[src/core/sscr_regs.vh]
// register map constants for the sweep synthesizer configuration bank
// Operation
// - configuration registers are write-only; nothing reads back over the link
// - each register has its own byte length, flags one byte, frequencies five
// - on command, present state of either channel becomes the power-up default; the code saves only the ch1 flags
// - factory defaults: ch1 12 GHz 0 dBm on, ch2 1.5 GHz max power standby
// - start, stop, step carry unsigned 40-bit hertz values in five bytes
// - list byte bits 7..3: trig out mode, trig out enable, return, step, hw trig
// - list byte bits 2..0: saw/triangle, sweep direction, generated vs loaded list
// - synth_loop_options byte: bit2 disable SS, bit1 loop gain, bit0 lock mode
// - dwell counts 500 us units per point; host keeps it at least 1 ms
// - cycle count zero repeats forever until trigger or fixed tone mode
// - with hardware trigger selected, a falling trigger pin edge is the event; the code ends endless repeat on any falling edge, selected or not
`ifndef SSCR_REGS_VH
`define SSCR_REGS_VH
`define SSCR_ADDR_INIT      8'h01
`define SSCR_ADDR_ACTIVE    8'h02
`define SSCR_ADDR_SYNTH     8'h03
`define SSCR_ADDR_TONE      8'h04
`define SSCR_ADDR_SWEEP     8'h05
`define SSCR_ADDR_FIRST     8'h06
`define SSCR_ADDR_LAST      8'h07
`define SSCR_ADDR_INCR      8'h08
`define SSCR_ADDR_DWELL     8'h09
`define SSCR_ADDR_REPEAT    8'h0a
`define SSCR_ADDR_STORE     8'h1b
`define SSCR_LEN_BYTE       3'd1
`define SSCR_LEN_FREQ       3'd5
`define SSCR_LEN_WORD       3'd4
`define SSCR_SWP_COMPLETION_PULSE_OUTPUT_MODE 7
`define SSCR_SWP_COMPLETION_PULSE_OUTPUT_EN   6
`define SSCR_SWP_RETURN       5
`define SSCR_SWP_STEP_TRIG    4
`define SSCR_SWP_HW_TRIG      3
`define SSCR_SWP_TRIANGLE     2
`define SSCR_SWP_DIR          1
`define SSCR_SWP_GEN_LOADED   0
`define SSCR_SYN_DIS_SS       2
`define SSCR_SYN_LOOP_GAIN    1
`define SSCR_SYN_LOCK_MODE    0
`define SSCR_SYN_MASK         8'h07
`define SSCR_BIT0_MASK        8'h01
`define SSCR_FACT_CH1_FREQ    40'h02_CB41_7800
`define SSCR_FACT_CH2_FREQ    40'h00_5968_2F00
`define SSCR_FACT_CH1_POWER   16'h0000
`define SSCR_FACT_CH2_POWER   16'h7FFF
`define SSCR_FACT_CH1_FLAGS   8'h07
`define SSCR_FACT_CH2_FLAGS   8'h08
`define SSCR_FACT_REF_MODE    8'h00
`define SSCR_RST_DWELL        32'h0000_0002
`define SSCR_RST_REPEAT       32'h0000_0001
`define SSCR_DWELL_UNIT_NS    500000
`define SSCR_DWELL_MIN_NS     1000000
`define SSCR_CLK_PERIOD_NS    10
`endif

[src/core/sscr_edge_sync.v]
// two-flop synchroniser with edge detection for an asynchronous pin
`timescale 1ns/1ps
module sscr_edge_sync (
	input  wire clk_in,
	input  wire rst_b_in,
	input  wire ce_in,
	input  wire pin_in,
	output wire level_out,
	output wire rise_out,
	output wire fall_out
);
	reg meta_r;
	reg sync_r;
	reg prev_r;
	// first flop only feeds the second
	always @(posedge clk_in or negedge rst_b_in) begin
		if (!rst_b_in) begin
			meta_r <= 1'b1;
			sync_r <= 1'b1;
			prev_r <= 1'b1;
		end else if (ce_in) begin
			meta_r <= pin_in;
			sync_r <= meta_r;
			prev_r <= sync_r;
		end
	end
	assign level_out = sync_r;
	assign rise_out  = sync_r & ~prev_r & ce_in;
	assign fall_out  = ~sync_r & prev_r & ce_in;
endmodule

[src/core/sscr_config_bank.v]
// write-only configuration register bank fed by a serial byte link
`timescale 1ns/1ps
`include "sscr_regs.vh"
module sscr_config_bank #(
	parameter DWELL_UNIT_CYC = `SSCR_DWELL_UNIT_NS / `SSCR_CLK_PERIOD_NS
) (
	input  wire        CORE_CLK_IN,
	input  wire        RST_B_IN,
	input  wire        CE_IN,
	input  wire        SCLK_IN,
	input  wire        CS_B_IN,
	input  wire        SDI_IN,
	input  wire        TRIG_B_IN,
	input  wire [7:0]  STORED_CH1_FLAGS_IN,
	output reg         SERIAL_IDLE_FLAG_OUT,
	output reg  [7:0]  INIT_CMD_OUT,
	output reg         INIT_PULSE_OUT,
	output reg         ACTIVE_LED_OUT,
	output reg  [7:0]  SYNTH_LOOP_OPTIONS_OUT,
	output reg         OUTPUT_TONE_MODE_OUT,
	output reg  [7:0]  SWEEP_BEHAVIOUR_OUT,
	output reg  [39:0] SWEEP_FIRST_FREQ_OUT,
	output reg  [39:0] SWEEP_LAST_FREQ_OUT,
	output reg  [39:0] SWEEP_INCREMENT_FREQ_OUT,
	output reg  [31:0] POINT_HOLD_DURATION_OUT,
	output reg  [31:0] SWEEP_REPEAT_TOTAL_OUT,
	output wire [31:0] DWELL_CYCLES_PER_UNIT_OUT,
	output reg         STORE_DEFAULT_PULSE_OUT,
	output reg  [7:0]  STORE_CHANNEL_OUT,
	output reg  [7:0]  DEFAULT_CH1_FLAGS_OUT,
	output reg         HW_TRIGGER_PULSE_OUT,
	output reg         REPEAT_FOREVER_OUT
);
	localparam ST_ADDR = 2'd0;
	localparam ST_DATA = 2'd1;
	localparam ST_DONE = 2'd2;
	wire       sclk_rise;
	wire       cs_b_lvl;
	wire       sdi_lvl;
	wire       trig_fall;
	reg  [1:0] state_r;
	reg  [2:0] bit_cnt_r;
	reg  [7:0] shift_r;
	reg  [7:0] addr_r;
	reg  [2:0] byte_cnt_r;
	reg  [2:0] byte_len_r;
	reg  [39:0] payload_r;
	reg  [7:0] byte_nxt;
	reg  [2:0] len_nxt;
	reg        byte_done;
	sscr_edge_sync u_sclk (.clk_in(CORE_CLK_IN), .rst_b_in(RST_B_IN), .ce_in(CE_IN),
		.pin_in(SCLK_IN), .level_out(), .rise_out(sclk_rise), .fall_out());
	sscr_edge_sync u_cs (.clk_in(CORE_CLK_IN), .rst_b_in(RST_B_IN), .ce_in(CE_IN),
		.pin_in(CS_B_IN), .level_out(cs_b_lvl), .rise_out(), .fall_out());
	sscr_edge_sync u_sdi (.clk_in(CORE_CLK_IN), .rst_b_in(RST_B_IN), .ce_in(CE_IN),
		.pin_in(SDI_IN), .level_out(sdi_lvl), .rise_out(), .fall_out());
	sscr_edge_sync u_trig (.clk_in(CORE_CLK_IN), .rst_b_in(RST_B_IN), .ce_in(CE_IN),
		.pin_in(TRIG_B_IN), .level_out(), .rise_out(), .fall_out(trig_fall));
	// dwell unit in core cycles, for the sweep engine
	assign DWELL_CYCLES_PER_UNIT_OUT = DWELL_UNIT_CYC;
	// assembled byte and payload length per address
	always @* begin
		byte_nxt  = {shift_r[6:0], sdi_lvl};
		byte_done = sclk_rise & ~cs_b_lvl & (bit_cnt_r == 3'd7);
		case (byte_nxt)
			`SSCR_ADDR_FIRST, `SSCR_ADDR_LAST, `SSCR_ADDR_INCR: len_nxt = `SSCR_LEN_FREQ;
			`SSCR_ADDR_DWELL, `SSCR_ADDR_REPEAT: len_nxt = `SSCR_LEN_WORD;
			default: len_nxt = `SSCR_LEN_BYTE;
		endcase
	end
	// serial receiver: address byte then exact payload length, msb first per byte
	always @(posedge CORE_CLK_IN or negedge RST_B_IN) begin
		if (!RST_B_IN) begin
			state_r <= ST_ADDR;
			bit_cnt_r <= 3'd0;
			shift_r <= 8'h00;
			addr_r <= 8'h00;
			byte_cnt_r <= 3'd0;
			byte_len_r <= 3'd1;
			payload_r <= 40'h00_0000_0000;
			SERIAL_IDLE_FLAG_OUT <= 1'b1;
		end else if (CE_IN) begin
			if (cs_b_lvl) begin
				bit_cnt_r <= 3'd0; // frame end realigns bit count only
			end else if (sclk_rise) begin
				bit_cnt_r <= bit_cnt_r + 3'd1;
				shift_r <= byte_nxt;
			end
			SERIAL_IDLE_FLAG_OUT <= (state_r != ST_DONE);
			case (state_r)
				ST_ADDR: begin
					if (byte_done) begin
						addr_r <= byte_nxt;
						byte_len_r <= len_nxt;
						byte_cnt_r <= 3'd0;
						payload_r <= 40'h00_0000_0000;
						state_r <= ST_DATA;
					end
				end
				ST_DATA: begin
					if (byte_done) begin
						// byte n of a five-byte payload lands at bits 8n+7:8n; shorter payloads end in the upper bytes
						payload_r <= {byte_nxt, payload_r[39:8]};
						byte_cnt_r <= byte_cnt_r + 3'd1;
						if (byte_cnt_r + 3'd1 == byte_len_r) begin
							state_r <= ST_DONE;
						end
					end
				end
				ST_DONE: state_r <= ST_ADDR;
				default: state_r <= ST_ADDR;
			endcase
		end
	end
	// one write strobe per register, live only in the single commit cycle
	wire        commit;
	wire        wr_init;
	wire        wr_active;
	wire        wr_synth;
	wire        wr_tone;
	wire        wr_sweep;
	wire        wr_first;
	wire        wr_last;
	wire        wr_incr;
	wire        wr_dwell;
	wire        wr_repeat;
	wire        wr_store;
	assign commit    = (state_r == ST_DONE);
	assign wr_init   = commit & (addr_r == `SSCR_ADDR_INIT);
	assign wr_active = commit & (addr_r == `SSCR_ADDR_ACTIVE);
	assign wr_synth  = commit & (addr_r == `SSCR_ADDR_SYNTH);
	assign wr_tone   = commit & (addr_r == `SSCR_ADDR_TONE);
	assign wr_sweep  = commit & (addr_r == `SSCR_ADDR_SWEEP);
	assign wr_first  = commit & (addr_r == `SSCR_ADDR_FIRST);
	assign wr_last   = commit & (addr_r == `SSCR_ADDR_LAST);
	assign wr_incr   = commit & (addr_r == `SSCR_ADDR_INCR);
	assign wr_dwell  = commit & (addr_r == `SSCR_ADDR_DWELL);
	assign wr_repeat = commit & (addr_r == `SSCR_ADDR_REPEAT);
	assign wr_store  = commit & (addr_r == `SSCR_ADDR_STORE);
	// initialise command keeps bit0 only and pulses once per write
	always @(posedge CORE_CLK_IN or negedge RST_B_IN) begin
		if (!RST_B_IN) begin
			INIT_CMD_OUT <= 8'h00;
			INIT_PULSE_OUT <= 1'b0;
		end else if (CE_IN) begin
			INIT_PULSE_OUT <= wr_init;
			if (wr_init) begin
				INIT_CMD_OUT <= payload_r[39:32] & `SSCR_BIT0_MASK;
			end
		end
	end
	// activity indicator follows bit0 of its byte
	always @(posedge CORE_CLK_IN or negedge RST_B_IN) begin
		if (!RST_B_IN) begin
			ACTIVE_LED_OUT <= 1'b0;
		end else if (CE_IN && wr_active) begin
			ACTIVE_LED_OUT <= payload_r[32];
		end
	end
	// loop options keep bits 2..0, open bits forced to zero
	always @(posedge CORE_CLK_IN or negedge RST_B_IN) begin
		if (!RST_B_IN) begin
			SYNTH_LOOP_OPTIONS_OUT <= 8'h00;
		end else if (CE_IN && wr_synth) begin
			SYNTH_LOOP_OPTIONS_OUT <= payload_r[39:32] & `SSCR_SYN_MASK;
		end
	end
	// tone mode: 1 runs the sweep or list, 0 is a single fixed tone
	always @(posedge CORE_CLK_IN or negedge RST_B_IN) begin
		if (!RST_B_IN) begin
			OUTPUT_TONE_MODE_OUT <= 1'b0;
		end else if (CE_IN && wr_tone) begin
			OUTPUT_TONE_MODE_OUT <= payload_r[32];
		end
	end
	// sweep behaviour byte is kept whole, every bit has a meaning
	always @(posedge CORE_CLK_IN or negedge RST_B_IN) begin
		if (!RST_B_IN) begin
			SWEEP_BEHAVIOUR_OUT <= 8'h00;
		end else if (CE_IN && wr_sweep) begin
			SWEEP_BEHAVIOUR_OUT <= payload_r[39:32];
		end
	end
	// forty-bit sweep frequencies in hertz
	always @(posedge CORE_CLK_IN or negedge RST_B_IN) begin
		if (!RST_B_IN) begin
			SWEEP_FIRST_FREQ_OUT <= `SSCR_FACT_CH1_FREQ;
			SWEEP_LAST_FREQ_OUT <= `SSCR_FACT_CH1_FREQ;
			SWEEP_INCREMENT_FREQ_OUT <= 40'h00_0000_0000;
		end else if (CE_IN) begin
			if (wr_first) begin
				SWEEP_FIRST_FREQ_OUT <= payload_r;
			end
			if (wr_last) begin
				SWEEP_LAST_FREQ_OUT <= payload_r;
			end
			if (wr_incr) begin
				SWEEP_INCREMENT_FREQ_OUT <= payload_r;
			end
		end
	end
	// dwell and repeat words sit in the upper four payload bytes
	always @(posedge CORE_CLK_IN or negedge RST_B_IN) begin
		if (!RST_B_IN) begin
			POINT_HOLD_DURATION_OUT <= `SSCR_RST_DWELL;
			SWEEP_REPEAT_TOTAL_OUT <= `SSCR_RST_REPEAT;
		end else if (CE_IN) begin
			if (wr_dwell) begin
				POINT_HOLD_DURATION_OUT <= payload_r[39:8];
			end
			if (wr_repeat) begin
				SWEEP_REPEAT_TOTAL_OUT <= payload_r[39:8];
			end
		end
	end
	// store command snapshots the present ch1 flags as the power-up default
	always @(posedge CORE_CLK_IN or negedge RST_B_IN) begin
		if (!RST_B_IN) begin
			STORE_DEFAULT_PULSE_OUT <= 1'b0;
			STORE_CHANNEL_OUT <= 8'h00;
			DEFAULT_CH1_FLAGS_OUT <= `SSCR_FACT_CH1_FLAGS;
		end else if (CE_IN) begin
			STORE_DEFAULT_PULSE_OUT <= wr_store;
			if (wr_store) begin
				STORE_CHANNEL_OUT <= payload_r[39:32];
				DEFAULT_CH1_FLAGS_OUT <= STORED_CH1_FLAGS_IN;
			end
		end
	end
	// falling pin edge only makes a trigger pulse with hardware trigger selected
	always @(posedge CORE_CLK_IN or negedge RST_B_IN) begin
		if (!RST_B_IN) begin
			HW_TRIGGER_PULSE_OUT <= 1'b0;
		end else if (CE_IN) begin
			HW_TRIGGER_PULSE_OUT <= trig_fall & SWEEP_BEHAVIOUR_OUT[`SSCR_SWP_HW_TRIG];
		end
	end
	// endless repeat; a write that sets it wins over a same-cycle clear
	always @(posedge CORE_CLK_IN or negedge RST_B_IN) begin
		if (!RST_B_IN) begin
			REPEAT_FOREVER_OUT <= 1'b0;
		end else if (CE_IN) begin
			if (wr_tone) begin
				REPEAT_FOREVER_OUT <= payload_r[32] & (SWEEP_REPEAT_TOTAL_OUT == 32'h0000_0000);
			end else if (wr_repeat) begin
				REPEAT_FOREVER_OUT <= OUTPUT_TONE_MODE_OUT & (payload_r[39:8] == 32'h0000_0000);
			end else if (trig_fall || !OUTPUT_TONE_MODE_OUT) begin
				REPEAT_FOREVER_OUT <= 1'b0;
			end
		end
	end
endmodule

[config.mk]
export PLATFORM = sky130hd
export DESIGN_NAME = sscr_config_bank
export DESIGN_NICKNAME = d
export VERILOG_FILES = /design/src/core/sscr_edge_sync.v /design/src/core/sscr_config_bank.v
export VERILOG_INCLUDE_DIRS = /design/src /design/src/core
export SDC_FILE = /design/constraint.sdc
export NUM_CORES = 1
export LEC_CHECK = 0
export ABC_CLOCK_PERIOD_IN_PS = 2700
export BUFFER_PORTS_ARGS = -buffer_cell sky130_fd_sc_hd__buf_2
export CAP_MARGIN = 20
export CORE_ASPECT_RATIO = 1.1
export CORE_MARGIN = 2
export CORE_UTILIZATION = 56
export CTS_BUF_LIST = sky130_fd_sc_hd__clkbuf_4
export CTS_CLUSTER_DIAMETER = 60
export DETAILED_ROUTE_END_ITERATION = 12
export PLACE_DENSITY_LB_ADDON = 0.05
export SETUP_SLACK_MARGIN = 0.02
export SYNTH_ARGS = -nofsm -noshare
export SYNTH_HDL_FRONTEND = slang
export SYNTH_HIERARCHICAL = 1
export SYNTH_SLANG_ARGS = --single-unit
[constraint.sdc]
create_clock -name CORE_CLK_IN -period 2.7 [get_ports CORE_CLK_IN]
set_input_delay 0.54 -clock CORE_CLK_IN [delete_from_list [all_inputs] [get_ports CORE_CLK_IN]]
set_output_delay 0.54 -clock CORE_CLK_IN [all_outputs]
set_load 0.005 [all_outputs]
==> results_dict.tcl, run 1 <==
set metrics [dict create \
    p_per_area_mw_per_mm2 615 \
    min_to "u_cs/meta_r$_DFFE_PN1P_" \
    min_path_type "in2reg" \
    drt-initial-drc-count 420 \
    finalSetupTns_ns 0 \
    pwr-share-comb_pct 4.4 \
    worst_slew_pin_slew_ns 0.722 \
    irDropWorstVdd_mv 0.362 \
    endpoint_kind "register" \
    dp_slack_ns 0.303 \
    ys_warn_count 6 \
    gr-total-overflow 0 \
    cts_setup_buffers 0 \
    cts_inserted_buffers 75 \
    finalHoldViolCount 0 \
    core_mm2 0.0212 \
    drt-pass1-iter-count 5 \
    dp_hpwl_mm 18.4 \
    dieArea_mm2 0.0225 \
    ios 278 \
    avgSynthCellArea_um2 13.6 \
    r2r_slack_ns 0.55 \
    clk_latency_ns 0.68 \
    maxCapViolCount 0 \
    routedWlPerCell_um 18.1 \
    syn_inst 880 \
    dieWidth_um 143 \
    grtUsageTotal_pct 24.5 \
    crit_type "reg2reg" \
    portBuffers 233 \
    fmax_mhz 466 \
    ant_nets 0 \
    rr_worst_depth 5 \
    switchingPower_mw 2.11 \
    swShare_pct 23.7 \
    dp_cells 1381 \
    clk_pin_slew_ns 0.06 \
    outcome "finished clean" \
    layout_common_cells "253 x dfrtp_1, 232 x buf_2, 224 x mux2_2" \
    avgViaCountPerCell 5.16 \
    holdBufCountCts 1 \
    wirelength_mm 27.5 \
    final_cells 1520 \
    drv_slew 0 \
    crit_start "addr_r[5]$_DFFE_PN0P_" \
    grt_pass1_vias 7751 \
    final.period_utilization_pct 79.5 \
    p_seq_share_pct 52.4 \
    fp-row-count 56 \
    syn_to_final_growth_pct 20.8 \
    cp.arrival_ns 2.67 \
    final_nets 1187 \
    period_needed_ns 2.15 \
    required_ns 3.23 \
    root_buffer "clkbuf_4" \
    initial_utilization_pct 56.4 \
    clock_skew_ns 0.0437 \
    die_h_um 157 \
    grt_pass1_wl_mm 42.6 \
    cts_max_level 3 \
    syn_area_mm2 0.0119 \
    hold_path.startpoint "CS_B_IN" \
    ctsResizeCount 0 \
    fin_ws_ns 0.552 \
    mostFrequentLayoutCell "dfrtp_1" \
    maxSlewHeadroom_pct 51.4 \
    cts_tree "built" \
    vias 7841 \
    p_int_mw 6.77 \
    setup_violations 0 \
    place.gp.congestion 0.774 \
    grt_max_degree 88 \
    fin_util_pct 68.2 \
    rsz0062_at_grt "false" \
    drive_above_1_share_pct 53.5 \
    critPathLaunchType "register" \
    r2r_end "SWEEP_LAST_FREQ_OUT[38]$_DFFE_PN0P_" \
    reg2reg_from "addr_r[5]$_DFFE_PN0P_" \
    antenna_found_initial 1 \
    p_clk_share_pct 43.2 \
    worstPathMaxFanout 20 \
    drc 0 \
    p_leak_nw 7.70 \
    clockBufferDepth 3 \
    holdPathStages 2 \
    clkSinkCount 294 \
]
## layer usage
metal / track usage [%] / part of all wire [%]
met5: 0 / 0
met4: 7.94 / 1.2
met3: 6.66 / 7.8
met2: 39.9 / 50
met1: 32.1 / 41
## metrics by stage
stage | hold WS [ns] | power, mW | cell area [um^2]
3_5_place_dp | 0.478 | 5.12 | 13400
6_report | 0.0938 | 8.87 | 14400
3_3_place_gp | 0.464 | 5.11 | 13400
4_1_cts | 0.0557 | 8.98 | 14400
2_1_floorplan | 0.244 | 4.96 | 12100
5_1_grt | 0.0736 | 9.31 | 14400
## how the worst max path moves through the flow
stage,end,slack (ns),cells past startpoint
floorplan,SWEEP_FIRST_FREQ_OUT[0]$_DFFE_PN0P_,0.54,6
CTS,SWEEP_LAST_FREQ_OUT[35]$_DFFE_PN0P_,0.54,5
global placement,SWEEP_LAST_FREQ_OUT[37]$_DFFE_PN0P_,0.35,6
detailed placement,SWEEP_FIRST_FREQ_OUT[7]$_DFFE_PN0P_,0.30,6
finish,SWEEP_LAST_FREQ_OUT[38]$_DFFE_PN0P_,0.55,5
global route,SWEEP_FIRST_FREQ_OUT[10]$_DFFE_PN0P_,0.44,5
## power groups by stage
stage                     clock, mW  sequential [mW]  combinational, mW
after detailed placement          0             4.72              0.397
after floorplan                   0             4.68              0.282
after CTS                      3.94             4.64              0.401
final                          3.83             4.65              0.394
after global routing           4.19             4.67              0.459
after global placement            0             4.72              0.385
## worst max-delay path, cell delays in order, from the launching register on
cell	delay, ns
dfrtp_1	0.42
nor4b_4	0.38
or3b_4	0.49
nor2_4	0.19
buf_12	0.20
mux2_2	0.34
## cell type report
class	instances	area, um^2
clock buffer	118	886
sequential	294	7410
fill	1682	6730
timing repair buffer	259	1510
antenna	1	2.50
inverter	8	30.0
multi-input combinational	531	4130
clock inverter	19	101
tap	290	363
## sequential cells by signal (all words and copies together) (netlist names), 2 cells and up
signal / count
byte_len_r: 2
SYNTH_LOOP_OPTIONS_OUT: 3
STORE_CHANNEL_OUT: 8
addr_r: 8
bit_cnt_r: 3
payload_r: 40
SWEEP_LAST_FREQ_OUT: 40
SWEEP_REPEAT_TOTAL_OUT: 32
state_r: 2
SWEEP_FIRST_FREQ_OUT: 40
SWEEP_INCREMENT_FREQ_OUT: 40
SWEEP_BEHAVIOUR_OUT: 8
POINT_HOLD_DURATION_OUT: 32
shift_r: 7
byte_cnt_r: 3
DEFAULT_CH1_FLAGS_OUT: 8
Note: power is estimated with default switching activity, not from simulation.
==> run 2, diff against run 1 <==
Settings changed: ABC_CLOCK_PERIOD_IN_PS 2700 to 1900, CORE_UTILIZATION 56 to 50.
Clock period 2.7 ns to 1.9 ns, I/O delays scaled along.
==> results_dict.tcl, run 2 (same netlist as run 1, synthesis figures left out) <==
set metrics [dict create \
    dp_cells 1458 \
    fin_util_pct 70.1 \
    syn_to_final_growth_pct 38.2 \
    place_area_mm2 0.0140 \
    cts_inserted_buffers 77 \
    maxCapViolCount 0 \
    final.period_utilization_pct 110 \
    drive_above_1_share_pct 58.2 \
    cts_max_level 3 \
    rsz0062_at_grt "true" \
    routedWlPerCell_um 19.9 \
    drc 0 \
    vias 8430 \
    initial_utilization_pct 50.7 \
    final_cell_area_mm2 0.0165 \
    whs_ns 0.184 \
    finalSetupTns_ns -20.64 \
    avgViaCountPerCell 5.13 \
    irDropWorstVdd_mv 0.566 \
    critPathLaunchType "register" \
    grt_max_degree 64 \
    fp-row-count 59 \
    dp_hpwl_mm 19.6 \
    clk_pin_slew_ns 0.07 \
    clock_skew_ns 0.0364 \
    grtUsageTotal_pct 24.0 \
    drt-pass1-iter-count 5 \
    outcome "complete, but fails checks" \
    drt-initial-drc-count 448 \
    clkSinkCount 294 \
    ant_nets 0 \
    cp.arrival_ns 2.64 \
    clk_latency_ns 0.68 \
    p_leak_nw 8.58 \
    clockBufferDepth 3 \
    grt_pass1_wl_mm 46.7 \
    violations "setup timing" \
    core_mm2 0.0235 \
    setup_violations 192 \
    final_nets 1297 \
    wirelength_mm 32.6 \
    p_per_area_mw_per_mm2 787 \
    cts_tree "built" \
    ios 278 \
    gr-total-overflow 0 \
    mostFrequentLayoutCell "dfrtp_1" \
    grt_pass1_vias 8367 \
    die_h_um 166 \
    period_needed_ns 2.09 \
    endpoint_kind "register" \
    crit_type "reg2reg" \
    root_buffer "clkbuf_4" \
    place.gp.congestion 0.751 \
    dieArea_mm2 0.0251 \
    dieWidth_um 151 \
    final_cells 1642 \
    portBuffers 233 \
    fmax_mhz 478 \
    min_path_type "in2async" \
    antenna_found_initial 1 \
    layout_common_cells "253 x dfrtp_1, 232 x buf_2, 176 x mux2_4" \
    drv_slew 0 \
    required_ns 2.44 \
    fin_ws_ns -0.194 \
    finalHoldViolCount 0 \
    worstPathMaxFanout 5 \
]
-- run 2: cell types whose count changed in the layout (fill, tap and decap cells not counted), sizes merged --
cell / before / now
buf: 258 / 341
clkbuf: 118 / 139
dlygate4sd3: 1 / 13
clkinv: 15 / 6
bufinv: 1 / 2
clkinvlp: 1 / 0
-- run 2: final cells by class --
type / instances / area, um^2
Multi-Input combinational cell: 531 / 4840
Antenna cell: 1 / 2.50
Fill cell: 1720 / 7050
Inverter: 8 / 30.0
Clock buffer: 126 / 946
Timing Repair Buffer: 367 / 2800
Clock inverter: 10 / 91.3
Tap cell: 305 / 382
Sequential cell: 294 / 7410
-- run 2: layer usage --
metal	up-vias	GRT usage, %	part of all wire, %
li1	3820	-	-
met4	0	7.40	1.4
met2	299	37.9	47
met3	44	6.37	6.5
met1	4267	32.6	45
met5	-	0	0
-- run 2: what timing repair did --
item,CTS,global route
gates cloned,3,19
buffers inserted,6,10
pin swaps,2,10
hold buffers,13,0
hold endpoints to repair,272,0
resized for setup,61,147
setup endpoints to repair,193,227
-- run 2: worst paths after layout --
kind | startpoint | endpoint | slack [ns] | cells after the start
setup reg to reg | addr_r[5]$_DFFE_PN0P_ | SWEEP_FIRST_FREQ_OUT[17]$_DFFE_PN0P_ | -0.19 | 6
setup / recovery | addr_r[5]$_DFFE_PN0P_ | SWEEP_FIRST_FREQ_OUT[17]$_DFFE_PN0P_ | -0.19 | 6
hold reg to reg | SERIAL_IDLE_FLAG_OUT$_DFFE_PN1P_ | SERIAL_IDLE_FLAG_OUT$_DFFE_PN1P_ | 0.48 | 2
min in group CORE_CLK_IN | CE_IN | SERIAL_IDLE_FLAG_OUT$_DFFE_PN1P_ | 0.24 | 4
max in group asynchronous | RST_B_IN | byte_len_r[0]$_DFFE_PN1P_ | 0.97 | 3
hold / removal | RST_B_IN | SWEEP_LAST_FREQ_OUT[10]$_DFFE_PN0P_ | 0.18 | 2
-- run 2: per-stage QoR --
stage / worst slack, ns / total power [mW]
final: -0.194 / 13.0
after floorplan: -0.0534 / 7.04
after CTS: -0.176 / 13.1
after global routing: -0.268 / 13.6
after global placement: -0.181 / 7.30
after detailed placement: -0.187 / 7.31
-- run 2: worst max-delay path, stage by stage (launching register included) --
cell and delay (ns):
dfrtp_1 0.41, nor4b_4 0.31, or3b_4 0.47, nor2_4 0.17, buf_6 0.17, clkbuf_16 0.16
mux2_4 0.29
-- run 2: power breakdown --
group	internal [mW]	total (mW)	switching (mW)	leakage, nW
sequential	6.43	6.59	0.163	3.95
clock	3.25	5.75	2.50	0.628
combinational	0.281	0.638	0.357	4.00
